===== config.mk =====
export PLATFORM = sky130hd
export DESIGN_NAME = interrupt_aggregator
export DESIGN_NICKNAME = d
export VERILOG_FILES = /design/src/rtl/irq_agg_pkg.sv /design/src/rtl/deas_if.sv /design/src/rtl/interrupt_aggregator.sv /design/src/rtl/deassert_timer.sv /design/src/rtl/pin_driver.sv
export VERILOG_INCLUDE_DIRS = /design/src /design/src/rtl
export SDC_FILE = /design/constraint.sdc
export NUM_CORES = 1
export LEC_CHECK = 0
export ABC_AREA = 1
export BUFFER_PORTS_ARGS = -buffer_cell sky130_fd_sc_hd__clkbuf_2
export CAP_MARGIN = 40
export CORE_MARGIN = 3
export CORE_UTILIZATION = 50
export CTS_BUF_LIST = sky130_fd_sc_hd__clkbuf_4 sky130_fd_sc_hd__clkbuf_8
export CTS_CLUSTER_SIZE = 28
export DETAILED_ROUTE_END_ITERATION = 10
export PLACE_DENSITY = 0.82
export SLEW_MARGIN = 20
export SYNTH_ARGS = -nofsm -noshare
export SYNTH_HDL_FRONTEND = slang
export SYNTH_SLANG_ARGS = --single-unit

===== constraint.sdc =====
create_clock -name pclk -period 1.8 [get_ports pclk]
set_input_delay 0.36 -clock pclk [delete_from_list [all_inputs] [get_ports pclk]]
set_output_delay 0.36 -clock pclk [all_outputs]
set_load 0.05 [all_outputs]

===== src/rtl/irq_agg_regs.svh =====
/*
  Register offsets, field positions, reset values and timing counts of the
  interrupt aggregator.
  Assumes a 50 MHz pclk and a 12-bit byte address on the register bus.
*/
`ifndef IRQ_AGG_REGS_SVH
`define IRQ_AGG_REGS_SVH

// register byte offsets
`define OFF_CFG        12'h054
`define OFF_STS        12'h058
`define OFF_EN         12'h05C

// configuration register fields
`define CFG_DEAS_HI    31
`define CFG_DEAS_LO    24
`define CFG_DEAS_CLR   14
`define CFG_DEAS_STS   13
`define CFG_IRQ_INT    12
`define CFG_IRQ_EN     8
`define CFG_POL        4
`define CFG_CLK_SEL    1
`define CFG_TYPE       0

// status and enable register fields (same layout in both)
`define STS_MAC_HI     15
`define STS_PIN        16
`define STS_PME        17
`define STS_GPT        19
`define STS_READY      30
`define STS_SW         31

// reset values
`define CFG_RESET      32'h0000_0000
`define EN_RESET       32'h0000_0000

// source widths
`define PIN_COUNT      12
`define PWR_COUNT      8

// timer wrap detection
`define TMR_ZERO       16'h0000
`define TMR_WRAP       16'hFFFF

// de-assertion interval unit
`define CLK_PERIOD_NS  20
`define DEAS_UNIT_US   10
`define DEAS_UNIT_CYC  ((`DEAS_UNIT_US * 1000 + `CLK_PERIOD_NS - 1) / `CLK_PERIOD_NS)

`endif


===== src/rtl/irq_agg_pkg.sv =====
/*
  Types shared by the interrupt aggregator modules.
  Assumes nothing of its surroundings.
*/
package irq_agg_pkg;
  typedef logic [31:0] word_t;
  typedef logic [7:0]  interval_t;
  typedef enum {DT_OPEN, DT_HOLD} deas_state_e;
endpackage


===== src/rtl/deas_if.sv =====
/*
  Link between the register side and the de-assertion timer.
  Assumes one clock domain on both sides.
*/
`timescale 1ns/100ps
interface deas_if;
  import irq_agg_pkg::*;
  interval_t interval;
  logic      clear;
  logic      request;
  logic      enable;
  logic      active;
  logic      in_wait;
  modport ctrl  (output interval, clear, request, enable,
                 input  active, in_wait);
  modport timer (input  interval, clear, request, enable,
                 output active, in_wait);
endinterface


===== src/rtl/interrupt_aggregator.sv =====
/*
  Top-level interrupt aggregator: status, enable and pin configuration
  registers on APB, source aggregation, de-assertion timer and pin stage.
  Assumes source inputs come from logic on pclk and xtal_clk is a free
  running crystal clock that is asynchronous to pclk.
*/
// Decided for this implementation: the APB interface to the registers.
// Notes on behaviour
// - each pin has its own interrupt; any pending one with its sub-enable set sets the pin summary
// - pin events need sub-enable, summary enable and output enable
// - sixteen host MAC events are sticky in status, enabled in enable
// - a MAC event reaches the pin through its enable and output enable
// - any pending power event with its sub-enable set sets the power summary bit
// - power events need sub-enable, power enable and output enable
// - timer count wrapping from zero to all ones sets timer status
// - timer status stays set until software writes one to it
// - timer status reaches the pin only with timer run and enables
// - a zero-to-one write of the software enable sets software status
// - software status reaches the pin with only the output enable
// - the ready status sets once the block is accessible after reset
// - writing one clears ready status, zero leaves it
// - ready status reaches the pin via its enable and output enable
// - clock select puts the crystal clock on the request pin
// - config at 054h, status at 058h, enable at 05Ch
// - output enable clear keeps the pin idle unless clock select is set, status still updates
// - power request joins after the de-assertion gate
// - interval counts in 10 us units; zero disables and releases
// - polarity sets push-pull sense; open-drain is always active low
`timescale 1ns/100ps
`include "irq_agg_regs.svh"
module interrupt_aggregator
  import irq_agg_pkg::*;
(
  // clock and reset
  input  wire logic                  pclk,
  input  wire logic                  presetn,
  // apb slave
  input  wire logic                  psel,
  input  wire logic                  penable,
  input  wire logic                  pwrite,
  input  wire logic [11:0]           paddr,
  input  wire logic [31:0]           pwdata,
  output word_t                      prdata,
  output logic                       pready,
  output logic                       pslverr,
  // interrupt sources
  input  wire logic [`PIN_COUNT-1:0] pin_group_status,
  input  wire logic [`PIN_COUNT-1:0] pin_group_enable,
  input  wire logic [15:0]           mac_event,
  input  wire logic [`PWR_COUNT-1:0] power_status,
  input  wire logic [`PWR_COUNT-1:0] power_enable,
  input  wire logic [15:0]           timer_count_value,
  input  wire logic                  timer_run_enable,
  // crystal clock for test output
  input  wire logic                  xtal_clk,
  // request pin
  output logic                       irq_o,
  output logic                       irq_oe
);

  function automatic logic addr_is(input logic [11:0] a,
                                   input logic [11:0] off);
    return a[11:2] == off[11:2];
  endfunction

  //////////////////////////////////////////////////////////////////////////
  // declarations

  word_t      prdata_q;
  logic       pready_q;
  logic       pslverr_q;
  word_t      rd_c;
  logic       setup_c;
  logic       mapped_c;
  logic       wr_cfg_c;
  logic       wr_sts_c;
  logic       wr_en_c;

  interval_t  deas_q;
  logic       irq_en_q;
  logic       pol_q;
  logic       clk_sel_q;
  logic       type_q;

  word_t      en_q;
  word_t      en_d;
  logic [15:0] mac_q;
  logic       pin_sum_q;
  logic       pme_sum_q;
  logic       gpt_q;
  logic       sw_q;
  logic       ready_q;
  logic       ready_seen_q;
  logic [15:0] tmr_prev_q;
  logic       wrap_c;
  logic       sw_rise_c;
  word_t      sts_c;
  word_t      gate_c;
  logic       irq_int_c;
  logic       req_c;
  logic       pme_c;
  logic       pin_active_c;
  logic       pin_asserted_c;

  deas_if dt ();

  //////////////////////////////////////////////////////////////////////////
  // apb slave: no wait states, answer registered in the setup cycle

  assign setup_c  = psel & ~penable;
  assign mapped_c = addr_is(paddr, `OFF_CFG) | addr_is(paddr, `OFF_STS) |
                    addr_is(paddr, `OFF_EN);
  assign wr_cfg_c = psel & penable & pready_q & pwrite &
                    addr_is(paddr, `OFF_CFG);
  assign wr_sts_c = psel & penable & pready_q & pwrite &
                    addr_is(paddr, `OFF_STS);
  assign wr_en_c  = psel & penable & pready_q & pwrite &
                    addr_is(paddr, `OFF_EN);

  always_ff @(posedge pclk or negedge presetn) begin
    if (!presetn) begin
      pready_q  <= 1'b0;
      pslverr_q <= 1'b0;
      prdata_q  <= 32'h0000_0000;
    end else begin
      pready_q  <= setup_c;
      pslverr_q <= setup_c & ~mapped_c;
      if (setup_c) prdata_q <= rd_c;
    end
  end

  always_comb begin
    rd_c = 32'h0000_0000;
    if (addr_is(paddr, `OFF_CFG)) begin
      rd_c[`CFG_DEAS_HI:`CFG_DEAS_LO] = deas_q;
      rd_c[`CFG_DEAS_STS] = dt.in_wait;
      rd_c[`CFG_IRQ_INT]  = irq_int_c;
      rd_c[`CFG_IRQ_EN]   = irq_en_q;
      rd_c[`CFG_POL]      = pol_q;
      rd_c[`CFG_CLK_SEL]  = clk_sel_q;
      rd_c[`CFG_TYPE]     = type_q;
    end else if (addr_is(paddr, `OFF_STS)) begin
      rd_c = sts_c;
    end else if (addr_is(paddr, `OFF_EN)) begin
      rd_c = en_q;
    end
  end

  assign prdata  = prdata_q;
  assign pready  = pready_q;
  assign pslverr = pslverr_q;

  //////////////////////////////////////////////////////////////////////////
  // configuration register

  always_ff @(posedge pclk or negedge presetn) begin
    if (!presetn) begin
      deas_q    <= interval_t'(`CFG_RESET >> `CFG_DEAS_LO);
      irq_en_q  <= 1'b0;
      pol_q     <= 1'b0;
      clk_sel_q <= 1'b0;
      type_q    <= 1'b0;
    end else if (wr_cfg_c) begin
      deas_q    <= pwdata[`CFG_DEAS_HI:`CFG_DEAS_LO];
      irq_en_q  <= pwdata[`CFG_IRQ_EN];
      pol_q     <= pwdata[`CFG_POL];
      clk_sel_q <= pwdata[`CFG_CLK_SEL];
      type_q    <= pwdata[`CFG_TYPE];
    end
  end

  //////////////////////////////////////////////////////////////////////////
  // enable register

  always_comb begin
    en_d = en_q;
    if (wr_en_c) en_d = pwdata;
  end

  always_ff @(posedge pclk or negedge presetn) begin
    if (!presetn) en_q <= `EN_RESET;
    else en_q <= en_d;
  end

  assign sw_rise_c = en_d[`STS_SW] & ~en_q[`STS_SW];

  //////////////////////////////////////////////////////////////////////////
  // status sources; a set in the clearing cycle wins

  always_ff @(posedge pclk or negedge presetn) begin
    if (!presetn) begin
      pin_sum_q <= 1'b0;
      pme_sum_q <= 1'b0;
    end else begin
      pin_sum_q <= |(pin_group_status & pin_group_enable);
      pme_sum_q <= |(power_status & power_enable);
    end
  end

  always_ff @(posedge pclk or negedge presetn) begin
    if (!presetn) mac_q <= 16'h0000;
    else mac_q <= (mac_q & ~({16{wr_sts_c}} & pwdata[`STS_MAC_HI:0])) |
                  mac_event;
  end

  assign wrap_c = (tmr_prev_q == `TMR_ZERO) &
                  (timer_count_value == `TMR_WRAP);

  always_ff @(posedge pclk or negedge presetn) begin
    if (!presetn) begin
      tmr_prev_q <= `TMR_ZERO;
      gpt_q      <= 1'b0;
    end else begin
      tmr_prev_q <= timer_count_value;
      if (wrap_c) gpt_q <= 1'b1;
      else if (wr_sts_c && pwdata[`STS_GPT]) gpt_q <= 1'b0;
    end
  end

  always_ff @(posedge pclk or negedge presetn) begin
    if (!presetn) sw_q <= 1'b0;
    else if (sw_rise_c) sw_q <= 1'b1;
    else if (wr_sts_c && pwdata[`STS_SW]) sw_q <= 1'b0;
  end

  always_ff @(posedge pclk or negedge presetn) begin
    if (!presetn) begin
      ready_seen_q <= 1'b0;
      ready_q      <= 1'b0;
    end else begin
      ready_seen_q <= 1'b1;
      if (!ready_seen_q) ready_q <= 1'b1;
      else if (wr_sts_c && pwdata[`STS_READY]) ready_q <= 1'b0;
    end
  end

  always_comb begin
    sts_c = 32'h0000_0000;
    sts_c[`STS_MAC_HI:0] = mac_q;
    sts_c[`STS_PIN]   = pin_sum_q;
    sts_c[`STS_PME]   = pme_sum_q;
    sts_c[`STS_GPT]   = gpt_q;
    sts_c[`STS_SW]    = sw_q;
    sts_c[`STS_READY] = ready_q;
  end

  //////////////////////////////////////////////////////////////////////////
  // request gating

  assign irq_int_c = |(sts_c & en_q);

  always_comb begin
    gate_c = en_q;
    gate_c[`STS_GPT] = en_q[`STS_GPT] & timer_run_enable;
    gate_c[`STS_SW]  = 1'b1;
    gate_c[`STS_PME] = 1'b0;
  end

  assign req_c = |(sts_c & gate_c);
  assign pme_c = pme_sum_q & en_q[`STS_PME];

  assign dt.interval = deas_q;
  assign dt.clear    = wr_cfg_c & pwdata[`CFG_DEAS_CLR];
  assign dt.request  = req_c;
  assign dt.enable   = irq_en_q;

  assign pin_active_c = dt.active | (irq_en_q & pme_c);

  deassert_timer u_timer (
    .pclk    (pclk),
    .presetn (presetn),
    .dt      (dt.timer)
  );

  pin_driver u_pin (
    .pclk      (pclk),
    .presetn   (presetn),
    .active    (pin_active_c),
    .clk_sel   (clk_sel_q),
    .polarity  (pol_q),
    .push_pull (type_q),
    .xtal_clk  (xtal_clk),
    .irq_o     (irq_o),
    .irq_oe    (irq_oe)
  );

  //////////////////////////////////////////////////////////////////////////
  // checks

  assign pin_asserted_c = type_q ? (irq_o == pol_q) : irq_oe;
endmodule


===== src/rtl/deassert_timer.sv =====
/*
  De-assertion timer: gates the request and enforces a minimum idle time
  on the request line after every fall.
  Assumes interval and clear come from logic on pclk.
*/
`timescale 1ns/100ps
`include "irq_agg_regs.svh"
module deassert_timer
  import irq_agg_pkg::*;
(
  // clock and reset
  input  wire logic pclk,
  input  wire logic presetn,
  // control side
  deas_if.timer     dt
);

  localparam logic [8:0] UNIT_LAST = 9'(`DEAS_UNIT_CYC - 1);

  deas_state_e state_q;
  logic        active_q;
  logic [8:0]  pre_q;
  interval_t   units_q;
  logic        want_c;
  logic        reload_c;
  logic        expire_c;
  logic        zero_c;

  assign want_c   = dt.enable & dt.request;
  assign zero_c   = (dt.interval == 8'h00);
  // a fall of the line or an explicit clear starts a new interval
  assign reload_c = ~zero_c & (dt.clear |
                    ((state_q == DT_OPEN) & active_q & ~want_c));
  assign expire_c = (pre_q == 9'h000) & (units_q == 8'h01);

  always_ff @(posedge pclk or negedge presetn) begin
    if (!presetn) begin
      state_q <= DT_OPEN;
    end else begin
      unique case (state_q)
        DT_OPEN: begin
          if (reload_c) state_q <= DT_HOLD;
        end
        DT_HOLD: begin
          if (zero_c || (expire_c && !dt.clear)) state_q <= DT_OPEN;
        end
      endcase
    end
  end

  always_ff @(posedge pclk or negedge presetn) begin
    if (!presetn) begin
      pre_q   <= 9'h000;
      units_q <= 8'h00;
    end else if (zero_c) begin
      pre_q   <= 9'h000;
      units_q <= 8'h00;
    end else if (reload_c) begin
      pre_q   <= UNIT_LAST;
      units_q <= dt.interval;
    end else if (state_q == DT_HOLD) begin
      if (pre_q == 9'h000) begin
        pre_q   <= UNIT_LAST;
        units_q <= units_q - 8'h01;
      end else begin
        pre_q   <= pre_q - 9'h001;
      end
    end
  end

  always_ff @(posedge pclk or negedge presetn) begin
    if (!presetn) active_q <= 1'b0;
    else active_q <= (state_q == DT_OPEN) & ~reload_c & want_c;
  end

  assign dt.active  = active_q;
  assign dt.in_wait = (state_q == DT_HOLD);
endmodule


===== src/rtl/pin_driver.sv =====
/*
  Request pin output stage: polarity, buffer type and clock test mode.
  Assumes xtal_clk is asynchronous to pclk and slow enough to be sampled.
*/
`timescale 1ns/100ps
module pin_driver (
  // clock and reset
  input  wire logic pclk,
  input  wire logic presetn,
  // control
  input  wire logic active,
  input  wire logic clk_sel,
  input  wire logic polarity,
  input  wire logic push_pull,
  input  wire logic xtal_clk,
  // pin
  output logic      irq_o,
  output logic      irq_oe
);

  logic xtal_meta_q;
  logic xtal_sync_q;

  always_ff @(posedge pclk or negedge presetn) begin
    if (!presetn) begin
      xtal_meta_q <= 1'b0;
      xtal_sync_q <= 1'b0;
    end else begin
      xtal_meta_q <= xtal_clk;
      xtal_sync_q <= xtal_meta_q;
    end
  end

  always_ff @(posedge pclk or negedge presetn) begin
    if (!presetn) begin
      irq_o  <= 1'b0;
      irq_oe <= 1'b0;
    end else if (push_pull) begin
      irq_oe <= 1'b1;
      irq_o  <= clk_sel ? xtal_sync_q : (polarity ? active : ~active);
    end else begin
      irq_o  <= 1'b0;
      irq_oe <= clk_sel ? ~xtal_sync_q : active;
    end
  end

endmodule


==> out/qor.txt, run 1 <==
CTS tree: done
GRT Resource Usage Total: 25.0%
outcome: completed
syn_area_per_cell: 8.75 µm²
WS Path Type: register to register
Setup WS post-layout: 169 ps
First-pass DRT Iterations: 4
HP Start: timer_count_value[8]
via count: 5806
Switching Fraction: 24.2%
Die Area: 14100 µm²
Starting DRT DRC Count: 357
Starting Density: 52.0%
skew final: 10.4 ps
Yosys warning count: 0
row count: 40
Post-Route WL: 16.9 mm
power density over the cells: 746 nW/µm²
Clock Power Share: 37.7%
wire length per cell: 15.1 µm
Root Driver: clkbuf_8
Hold Path Depth: 1
initial antenna violation count: 0
GPL Wtd Cong: 0.902
most frequent cells in the layout: nand2_1 (200), clkbuf_2 (155), dfrtp_1 (138)
Worst Path Required: 2140 ps
share of total power in sequential cells: 53.1%
fin util: 67.0%
r2r setup slk: 170 ps
Gate power share: 9.2%
Residual DRC: 0
DP Worst Slack: -8.45 ps
num ports: 159
hold endpoint: tmr_prev_q[8]
dpl hpwl: 12.8 mm
simple-gate share of the synthesized area: 23.0%
post-route ant nets: 0
core area: 12200 µm²
Yosys cell types: 42
mux contribution to synthesized area: 0%
post-synthesis adder-cell area fraction: 0.591%
Setup crit end kind: register
setup violators final: 0
Synth Register Bits: 139
Final Hold Viols: 0
largest net degree at the start of global routing: 52
Placed Cells: 1085
layout cell share with drive strength beyond 1: 28.8%
Compound-Gate Fraction of Synth Area: 12.9%
CTS clock-pin slew for the worst setup and hold paths: 70 ps
CTS Sinks: 139
worst reg2reg path endpoint: u_timer.units_q[4]
global route overflow: 0
Crit path arrival time: 1970 ps
worst vdd ir: 497 µV
Synth-to-Final Area Change: 28.9%
cell area after synthesis: 6350 µm²
cell internal pwr: 4.63 mW
Longest Clk Path Bufs: 2
number of global-route vias before repair: 5952
IO Port Bufs: 156
Hold WC Path Type: input pin to register
Net Sw Power: 1.48 mW
Peak Freq: 0.613 GHz
Pleak: 4.35 nW
sequential-to-total area share from yosys stat: 54.8%
Non-Filler Instances: 1121
commonest non-fill, non-tap cell in the layout: nand2_1
die width: 119 µm
DR vias/cell: 5.18
Filler Cell Count: 1001
Max H-tree Level: 4
number of max-cap violations: 0
Num CTS Buffers: 17
largest family of logic cells by synthesized area: simple AND/OR/NAND/NOR gates
multi-input logic area: 2450 µm²
post-synthesis cell count: 726
post-synthesis xor/xnor area fraction: 1.65%
Worst Reg-to-Reg Cells: 13
first-pass GRT wire length: 28.0 mm
CP startpoint kind: register
sequential cell area: 3480 µm²
NumNets Final: 1067
worst skew pair latency: 450 ps
syn_nets: 852
Max FO, Critical Path: 8
r2r startpoint: mac_q[8]
minimum clock period: 1630 ps
Vert. Die Dim: 119 µm
period utilization: 90.6%
final slew viol count: 0
# diodes: 0
-- layer usage --
metal  vias up  global-route usage (%)  routed length, µm  part of all wire [%]
met3        43                    6.12               1190                   7.0
met4         0                    12.0                554                   3.3
met5         -                       0                  0                     0
li1       2832                       -                  -                     -
met2       214                    41.1               8180                    48
met1      2717                    30.9               6990                    41
-- stage by stage --
step                total power, mW  hold slack [ps]  setup TNS [ps]  area [µm²]
finish                         6.11             31.0               0        8190
global route                   6.36             5.72           -5.65        8190
CTS                            6.16            0.276               0        8140
detailed placement             3.86              342           -8.45        7750
global placement               3.84              340               0        7750
floorplan                      3.54             64.4               0        6350
-- critical path, stage by stage (launching register included) --
cell and delay [ps]:
dfrtp_1 410, nand2_1 90, nand2_1 50, inv_1 50, nand2_1 50, nor2_2 110
nand3_1 90, nand2_2 110, nand2_4 120, nand3_4 100, a21oi_2 30, buf_4 180
nand2_1 70, nand2_1 50
-- how the worst max path moves through the flow --
| stage | start | to | slack [ps] | cells after the start |
|---|---|---|---|---|
| final | mac_q[8] | u_timer.units_q[4] | 170 | 13 |
| after global routing | mac_q[8] | u_timer.units_q[7] | -4 | 14 |
| after CTS | u_timer.pre_q[0] | u_timer.units_q[6] | 110 | 8 |
| after detailed placement | paddr[7] | sw_q | -8 | 9 |
| after global placement | paddr[5] | prdata[26] | 20 | 11 |
| after floorplan | pready | en_q[10] | 130 | 6 |
-- synthesized netlist by cell type, drive strengths merged --
master / count / area, µm²
clkbuf: 10 / 38.8
o211ai: 6 / 45.0
o2111ai: 1 / 15.0
nor3: 7 / 40.0
nand2: 207 / 816
nor2: 30 / 148
conb: 1 / 3.75
buf: 9 / 51.3
clkinv: 2 / 7.51
o21ai: 80 / 400
inv: 93 / 349
nor4: 7 / 50.1
nor3b: 1 / 7.51
a21oi: 14 / 73.8
or4: 1 / 7.51
a21o: 7 / 52.6
ha: 3 / 37.5
xor2: 8 / 70.1
nand3: 49 / 250
nand4: 17 / 113
a211oi: 1 / 7.51
dfrtp: 139 / 3480
a22o: 12 / 105
o221ai: 9 / 78.8
nand3b: 3 / 26.3
xnor2: 4 / 35.0
a221oi: 5 / 43.8
-- flip-flops by register name, summed over array words and instances (netlist names), 8 cells and up --
signal,cells
prdata,32
mac_q,16
u_timer.units_q,8
deas_q,8
u_timer.pre_q,9
en_q,32
tmr_prev_q,16
-- cell families (layout without fill, tap and decap cells) --
kind of cell | Yosys count | count (layout)
simple gates | 322 | 322
buf+inv | 114 | 341
xor+xnor | 12 | 12
flops | 139 | 139
fa+ha+maj | 3 | 3
other cells | 1 | 1
compound gates | 135 | 135
-- final cells by class --
type                       instances  share of cell area [%]
clock inverter                     9                   0.886
sequential                       139                    42.5
inverter                          95                    4.36
timing repair buffer             215                    16.2
tap                              168                    2.57
multi-input combinational        473                    30.0
clock buffer                      22                    3.47
-- what timing repair did --
action | in CTS | in global routing
setup endpoints to repair | 0 | 12
resized for setup | 0 | 6
buffers inserted | 0 | 2
endpoints found under the hold margin | 47 | 0
hold buffers | 3 | 0
-- power by group through the flow --
stage	clock network, mW	logic, mW	registers, mW
after floorplan	0	0.231	3.31
after global placement	0	0.541	3.30
after detailed placement	0	0.559	3.30
after CTS	2.35	0.566	3.24
after global routing	2.48	0.638	3.25
final	2.30	0.561	3.24
(Power assumes the default switching activity.)
==> run 2, diff against run 1 <==
- RECOVER_POWER: default -> 50
==> run 2 against run 1 <==
Sequential share of layout area grew 0.35 points; wire length is essentially flat; final cell count is the same; clock skew is essentially flat; first-iteration DRC count grew 3.9%; largest power group unchanged.
==> out/qor.txt, run 2 (synthesis results as in run 1) <==
Final Hold Viols: 0 (unchanged)
CTS clock-pin slew for the worst setup and hold paths: 70 ps (about the same)
commonest non-fill, non-tap cell in the layout: nand2_1
Setup crit end kind: register
hold endpoint: tmr_prev_q[4]
row count: 40 (unchanged)
CP startpoint kind: register
Starting Density: 52.0% (unchanged)
multi-input logic area: 2450 µm² (unchanged)
IO Port Bufs: 156 (unchanged)
Longest Clk Path Bufs: 2 (unchanged)
post-route ant nets: 0 (unchanged)
Synth-to-Final Area Change: 27.9%
final slew viol count: 0 (unchanged)
Root Driver: clkbuf_8
num ports: 159 (unchanged)
core area: 12200 µm² (unchanged)
CTS tree: done
Max H-tree Level: 4 (unchanged)
Vert. Die Dim: 119 µm (unchanged)
die width: 119 µm (unchanged)
worst skew pair latency: 450 ps (about the same)
WS Path Type: register to register
worst reg2reg path endpoint: u_timer.units_q[4]
period utilization: 90.7% (about the same)
GRT Resource Usage Total: 25.0% (unchanged)
Filler Cell Count: 1018 (+1.7%)
outcome: completed
Peak Freq: 0.613 GHz (about the same)
r2r startpoint: mac_q[7]
CTS Sinks: 139 (unchanged)
wire length per cell: 15.1 µm (about the same)
Critical path origin: mac_q[7]
Placed Cells: 1085 (unchanged)
Post-Route WL: 16.9 mm (about the same)
number of global-route vias before repair: 5952 (unchanged)
dpl hpwl: 12.8 mm (unchanged)
Starting DRT DRC Count: 371 (+3.9%)
DR vias/cell: 5.22 (+0.74%)
Fin Setup TNS: 0 ps (unchanged)
First-pass DRT Iterations: 5 (+1)
Pwr Total: 6.09 mW (-0.25%)
largest net degree at the start of global routing: 52 (unchanged)
first-pass GRT wire length: 28.0 mm (unchanged)
Die Area: 14100 µm² (unchanged)
Slew HR: 57.5%
power density over the cells: 750 nW/µm² (+0.56%)
# diodes: 0 (unchanged)
Hold Path Depth: 1 (unchanged)
most frequent cells in the layout: nand2_1 (200), clkbuf_2 (143), dfrtp_1 (138)
sequential cell area: 3480 µm² (unchanged)
HP Start: timer_count_value[4]
Crit path arrival time: 1980 ps (about the same)
r2r setup slk: 170 ps (about the same)
worst vdd ir: 495 µV (-0.41%)
skew final: 10.3 ps (-0.148 ps)
setup violators final: 0 (unchanged)
via count: 5849 (+0.74%)
Hold WC Path Type: input pin to register
global route overflow: 0 (unchanged)
layout cell share with drive strength beyond 1: 26.8% (-2.0 points)
initial antenna violation count: 0 (unchanged)
minimum clock period: 1630 ps (+0.894 ps)
Residual DRC: 0 (unchanged)
Pleak: 4.28 nW (-1.6%)
Slew @ Worst Pin: 637 ps
Max FO, Critical Path: 8 (unchanged)
number of max-cap violations: 0 (unchanged)
NumNets Final: 1067 (unchanged)
GPL Wtd Cong: 0.902 (unchanged)
final hold slack: 31.9 ps (+0.862 ps)
Non-Filler Instances: 1121 (unchanged)
Worst Reg-to-Reg Cells: 13 (unchanged)
Num CTS Buffers: 17 (unchanged)
Worst Path Required: 2140 ps (about the same)
==> run 2: what timing repair did <==
item,CTS,global route
hold buffers,3,0
setup endpoints to repair,0,12
endpoints found under the hold margin,47,0
gates resized for setup,0,6
buffers inserted,0,2
==> run 2: metrics by stage <==
stage	util (%)	setup slack [ps]	cell area, µm²
global route	66.5	-4.12	8120
global placement	63.5	23.5	7750
finish	66.5	168	8120
floorplan	-	128	6350
detailed placement	63.5	-8.45	7750
CTS	66.6	108	8140
==> run 2: worst max-delay path by stage <==
stage                         end  slack, ps  depth (start not counted)
2_1_floorplan            en_q[10]        130                          6
3_3_place_gp           prdata[26]         20                         11
3_5_place_dp                 sw_q         -8                          9
4_1_cts        u_timer.units_q[6]        110                          8
5_1_grt        u_timer.units_q[7]         -4                         14
6_report       u_timer.units_q[4]        170                         13
==> run 2: routing by layer <==
layer	vias up	routed length, µm	global-route usage (%)
met5	-	0	0
li1	2835	-	-
met3	41	1270	6.12
met2	243	8220	41.1
met1	2730	6880	30.9
met4	0	541	12.0
==> run 2: cell type report <==
class	instances	area share, %
Tap cell	168	2.59
Sequential cell	139	42.9
Clock inverter	9	0.894
Timing Repair Buffer	215	15.5
Inverter	95	4.39
Multi-Input combinational cell	473	30.2
Clock buffer	22	3.50
==> run 2: critical path, stage by stage (launching register included) <==
cell and delay [ps]:
dfrtp_1 400, nand2_1 90, nand2_1 70, inv_1 50, nand2_1 70, nor2_1 90
nand3_1 90, nand2_2 110, nand2_4 120, nand3_4 100, a21oi_2 30, buf_4 180
nand2_1 70, nand2_1 50
==> run 2: report_power, final <==
part / switching, mW / total, mW / internal, mW
Sequential: 0.0434 / 3.24 / 3.20
Combinational: 0.313 / 0.543 / 0.230
Clock: 1.12 / 2.31 / 1.18
==> run 3, diff against run 2 <==
==> constraint.sdc (replaced) <==
create_clock -name pclk -period 1.8 [get_ports pclk]
set_input_delay 0.36 -clock pclk [delete_from_list [all_inputs] [get_ports pclk]]
set_output_delay 0.36 -clock pclk [all_outputs]
set_load 0.01 [all_outputs]
==> run 3 against run 2 <==
Fmax is 2.4% lower; sequential share of layout area is 0.41 points lower; non-clock buffer count is 8 lower; die area stayed put; global-route usage is 0.55 points lower; worst setup slack worse by 39 ps; via count hardly changed; utilization is 0.62 points higher; first-iteration DRC count is 21% higher; register-to-register slack worse by 40 ps; hold slack better by 3.0 ps; clock power is 18% higher; critical path type unchanged; critical endpoint is now u_timer.pre_q[2].
==> out/qor.txt, run 3 (synthesis results as in run 1) <==
Hold Path Depth: 1 (unchanged)
Peak Freq: 0.598 GHz (-2.4%)
Clock Power Share: 41.9% (+4.0 points)
cell internal pwr: 5.03 mW (+9.1%)
CTS tree: done
final instance area: 8200 µm² (+0.94%)
worst vdd ir: 520 µV (+4.9%)
number of global-route vias before repair: 5829 (-2.1%)
HP Start: timer_count_value[13]
number of max-cap violations: 0 (unchanged)
Net Sw Power: 1.49 mW (+0.87%)
Setup crit end kind: register
Slew @ Worst Pin: 980 ps (+344 ps)
period utilization: 92.8% (+2.2 points)
core area: 12200 µm² (unchanged)
Max FO, Critical Path: 10 (+2)
Slew HR: 34.6% (-23 points)
via count: 5848 (-0.017%)
first-pass GRT wire length: 27.4 mm (-2.0%)
setup violators final: 0 (unchanged)
Starting DRT DRC Count: 448 (+21%)
row count: 40 (unchanged)
Fin Setup TNS: 0 ps (unchanged)
Die Area: 14100 µm² (unchanged)
# diodes: 0 (unchanged)
global route overflow: 0 (unchanged)
Setup WS post-layout: 129 ps (-39.4 ps)
outcome: completed
Root Driver: clkbuf_8
Longest Clk Path Bufs: 2 (unchanged)
delay-heaviest family, CP: simple AND/OR/NAND/NOR gates
most frequent CP cell: nand2_1
Pleak: 4.30 nW (+0.37%)
final slew viol count: 0 (unchanged)
CTS Sinks: 139 (unchanged)
wire length per cell: 14.9 µm (-1.2%)
CP Depth: 13 (unchanged)
Max H-tree Level: 4 (unchanged)
post-route ant nets: 0 (unchanged)
Non-Filler Instances: 1114 (-0.62%)
most frequent cells in the layout: nand2_1 (200), clkbuf_2 (142), dfrtp_1 (139)
CP startpoint kind: register
NumNets Final: 1059 (-0.75%)
Crit path arrival time: 2060 ps (+80 ps)
Worst Reg-to-Reg Cells: 13 (unchanged)
dpl hpwl: 12.5 mm (-2.3%)
CP cell instances: nand2_1 -> nand2_1 -> inv_1 -> nand2_1 -> nor2_2 -> nand3_2 -> nand2_2 -> nand2_4 -> nand2_8 -> nand2_4 -> nand2_4 -> nand3_1 -> nand2_1
layout cell share with drive strength beyond 1: 27.2% (+0.41 points)
initial antenna violation count: 0 (unchanged)
Placed Cells: 1079 (-0.55%)
largest net degree at the start of global routing: 44 (-15%)
commonest non-fill, non-tap cell in the layout: nand2_1
power density over the cells: 796 nW/µm² (+6.1%)
worst skew pair latency: 450 ps (about the same)
r2r startpoint: mac_q[14]
minimum clock period: 1670 ps (+39.4 ps)
Residual DRC: 0 (unchanged)
IO Port Bufs: 156 (unchanged)
Switching Fraction: 22.9% (-1.4 points)
num ports: 159 (unchanged)
Gate power share: 8.4% (-0.5 points)
CP bufs+invs: 1 (-1)
Pwr Total: 6.52 mW (+7.1%)
WS Path Type: register to register
placed inst area: 7720 µm² (-0.44%)
First-pass DRT Iterations: 5 (unchanged)
cell with the largest stage delay on the worst path: dfrtp_1
Worst Path Required: 2180 ps (+40 ps)
share of total power in sequential cells: 49.7% (-3.5 points)
max incr delay on CP: 400 ps (about the same)
Synth-to-Final Area Change: 29.1%
Final Hold Viols: 0 (unchanged)
DP Worst Slack: -27.2 ps (-18.7 ps)
DR vias/cell: 5.25 (+0.61%)
GRT Resource Usage Total: 24.4% (-0.55 points)
Hold WC Path Type: input pin to register
skew final: 14.0 ps (+3.67 ps)
GPL Wtd Cong: 0.915 (+1.5%)
Starting Density: 52.0% (unchanged)
Vert. Die Dim: 119 µm (unchanged)
Critical path origin: mac_q[14]
die width: 119 µm (unchanged)
Num CTS Buffers: 17 (unchanged)
Post-Route WL: 16.6 mm (-1.8%)
CTS clock-pin slew for the worst setup and hold paths: 70 ps (about the same)
RSZ-0062 raised after global routing: false
-- run 3: final cells by class --
type | count | area (µm²)
Clock buffer | 25 | 325
Sequential cell | 139 | 3480
Tap cell | 168 | 210
Timing Repair Buffer | 207 | 1230
Clock inverter | 7 | 110
Fill cell | 1031 | 4020
Inverter | 95 | 357
Multi-Input combinational cell | 473 | 2490
-- run 3: per-stage QoR --
step	hold slack [ps]	util [%]
6_report	34.9	67.1
2_1_floorplan	64.4	-
3_5_place_dp	291	63.2
4_1_cts	4.12	66.9
5_1_grt	7.00	67.1
3_3_place_gp	289	63.2
-- run 3: power by group through the flow --
| stage | clock network (mW) | registers, mW | logic (mW) |
|---|---|---|---|
| floorplan | 0 | 3.29 | 0.231 |
| global route | 2.90 | 3.25 | 0.618 |
| CTS | 2.77 | 3.24 | 0.546 |
| global placement | 0 | 3.30 | 0.521 |
| finish | 2.73 | 3.24 | 0.548 |
| detailed placement | 0 | 3.30 | 0.538 |
-- run 3: worst paths after layout --
check	slack [ps]	to
worst min register to register	390	u_pin.xtal_sync_q
min in group asynchronous	600	tmr_prev_q[11]
max in group asynchronous	240	prdata[6]
worst max register to register	130	u_timer.pre_q[2]
worst max-delay path	130	u_timer.pre_q[2]
worst min-delay path	30	tmr_prev_q[13]
-- run 3: routing by layer --
metal / vias up / share of wire (%) / GRT usage, %
met5: - / 0 / 0
met4: 0 / 2.9 / 9.70
met3: 40 / 8.3 / 6.89
met2: 259 / 48 / 40.6
met1: 2744 / 40 / 30.2
li1: 2805 / - / -
-- run 3: timing repair --
item | 4_1_cts | 5_1_grt
buffers inserted | 0 | 1
endpoints found under the setup margin | 0 | 14
gates resized for setup | 0 | 12
hold buffers | 2 | 0
endpoints found under the hold margin | 38 | 0
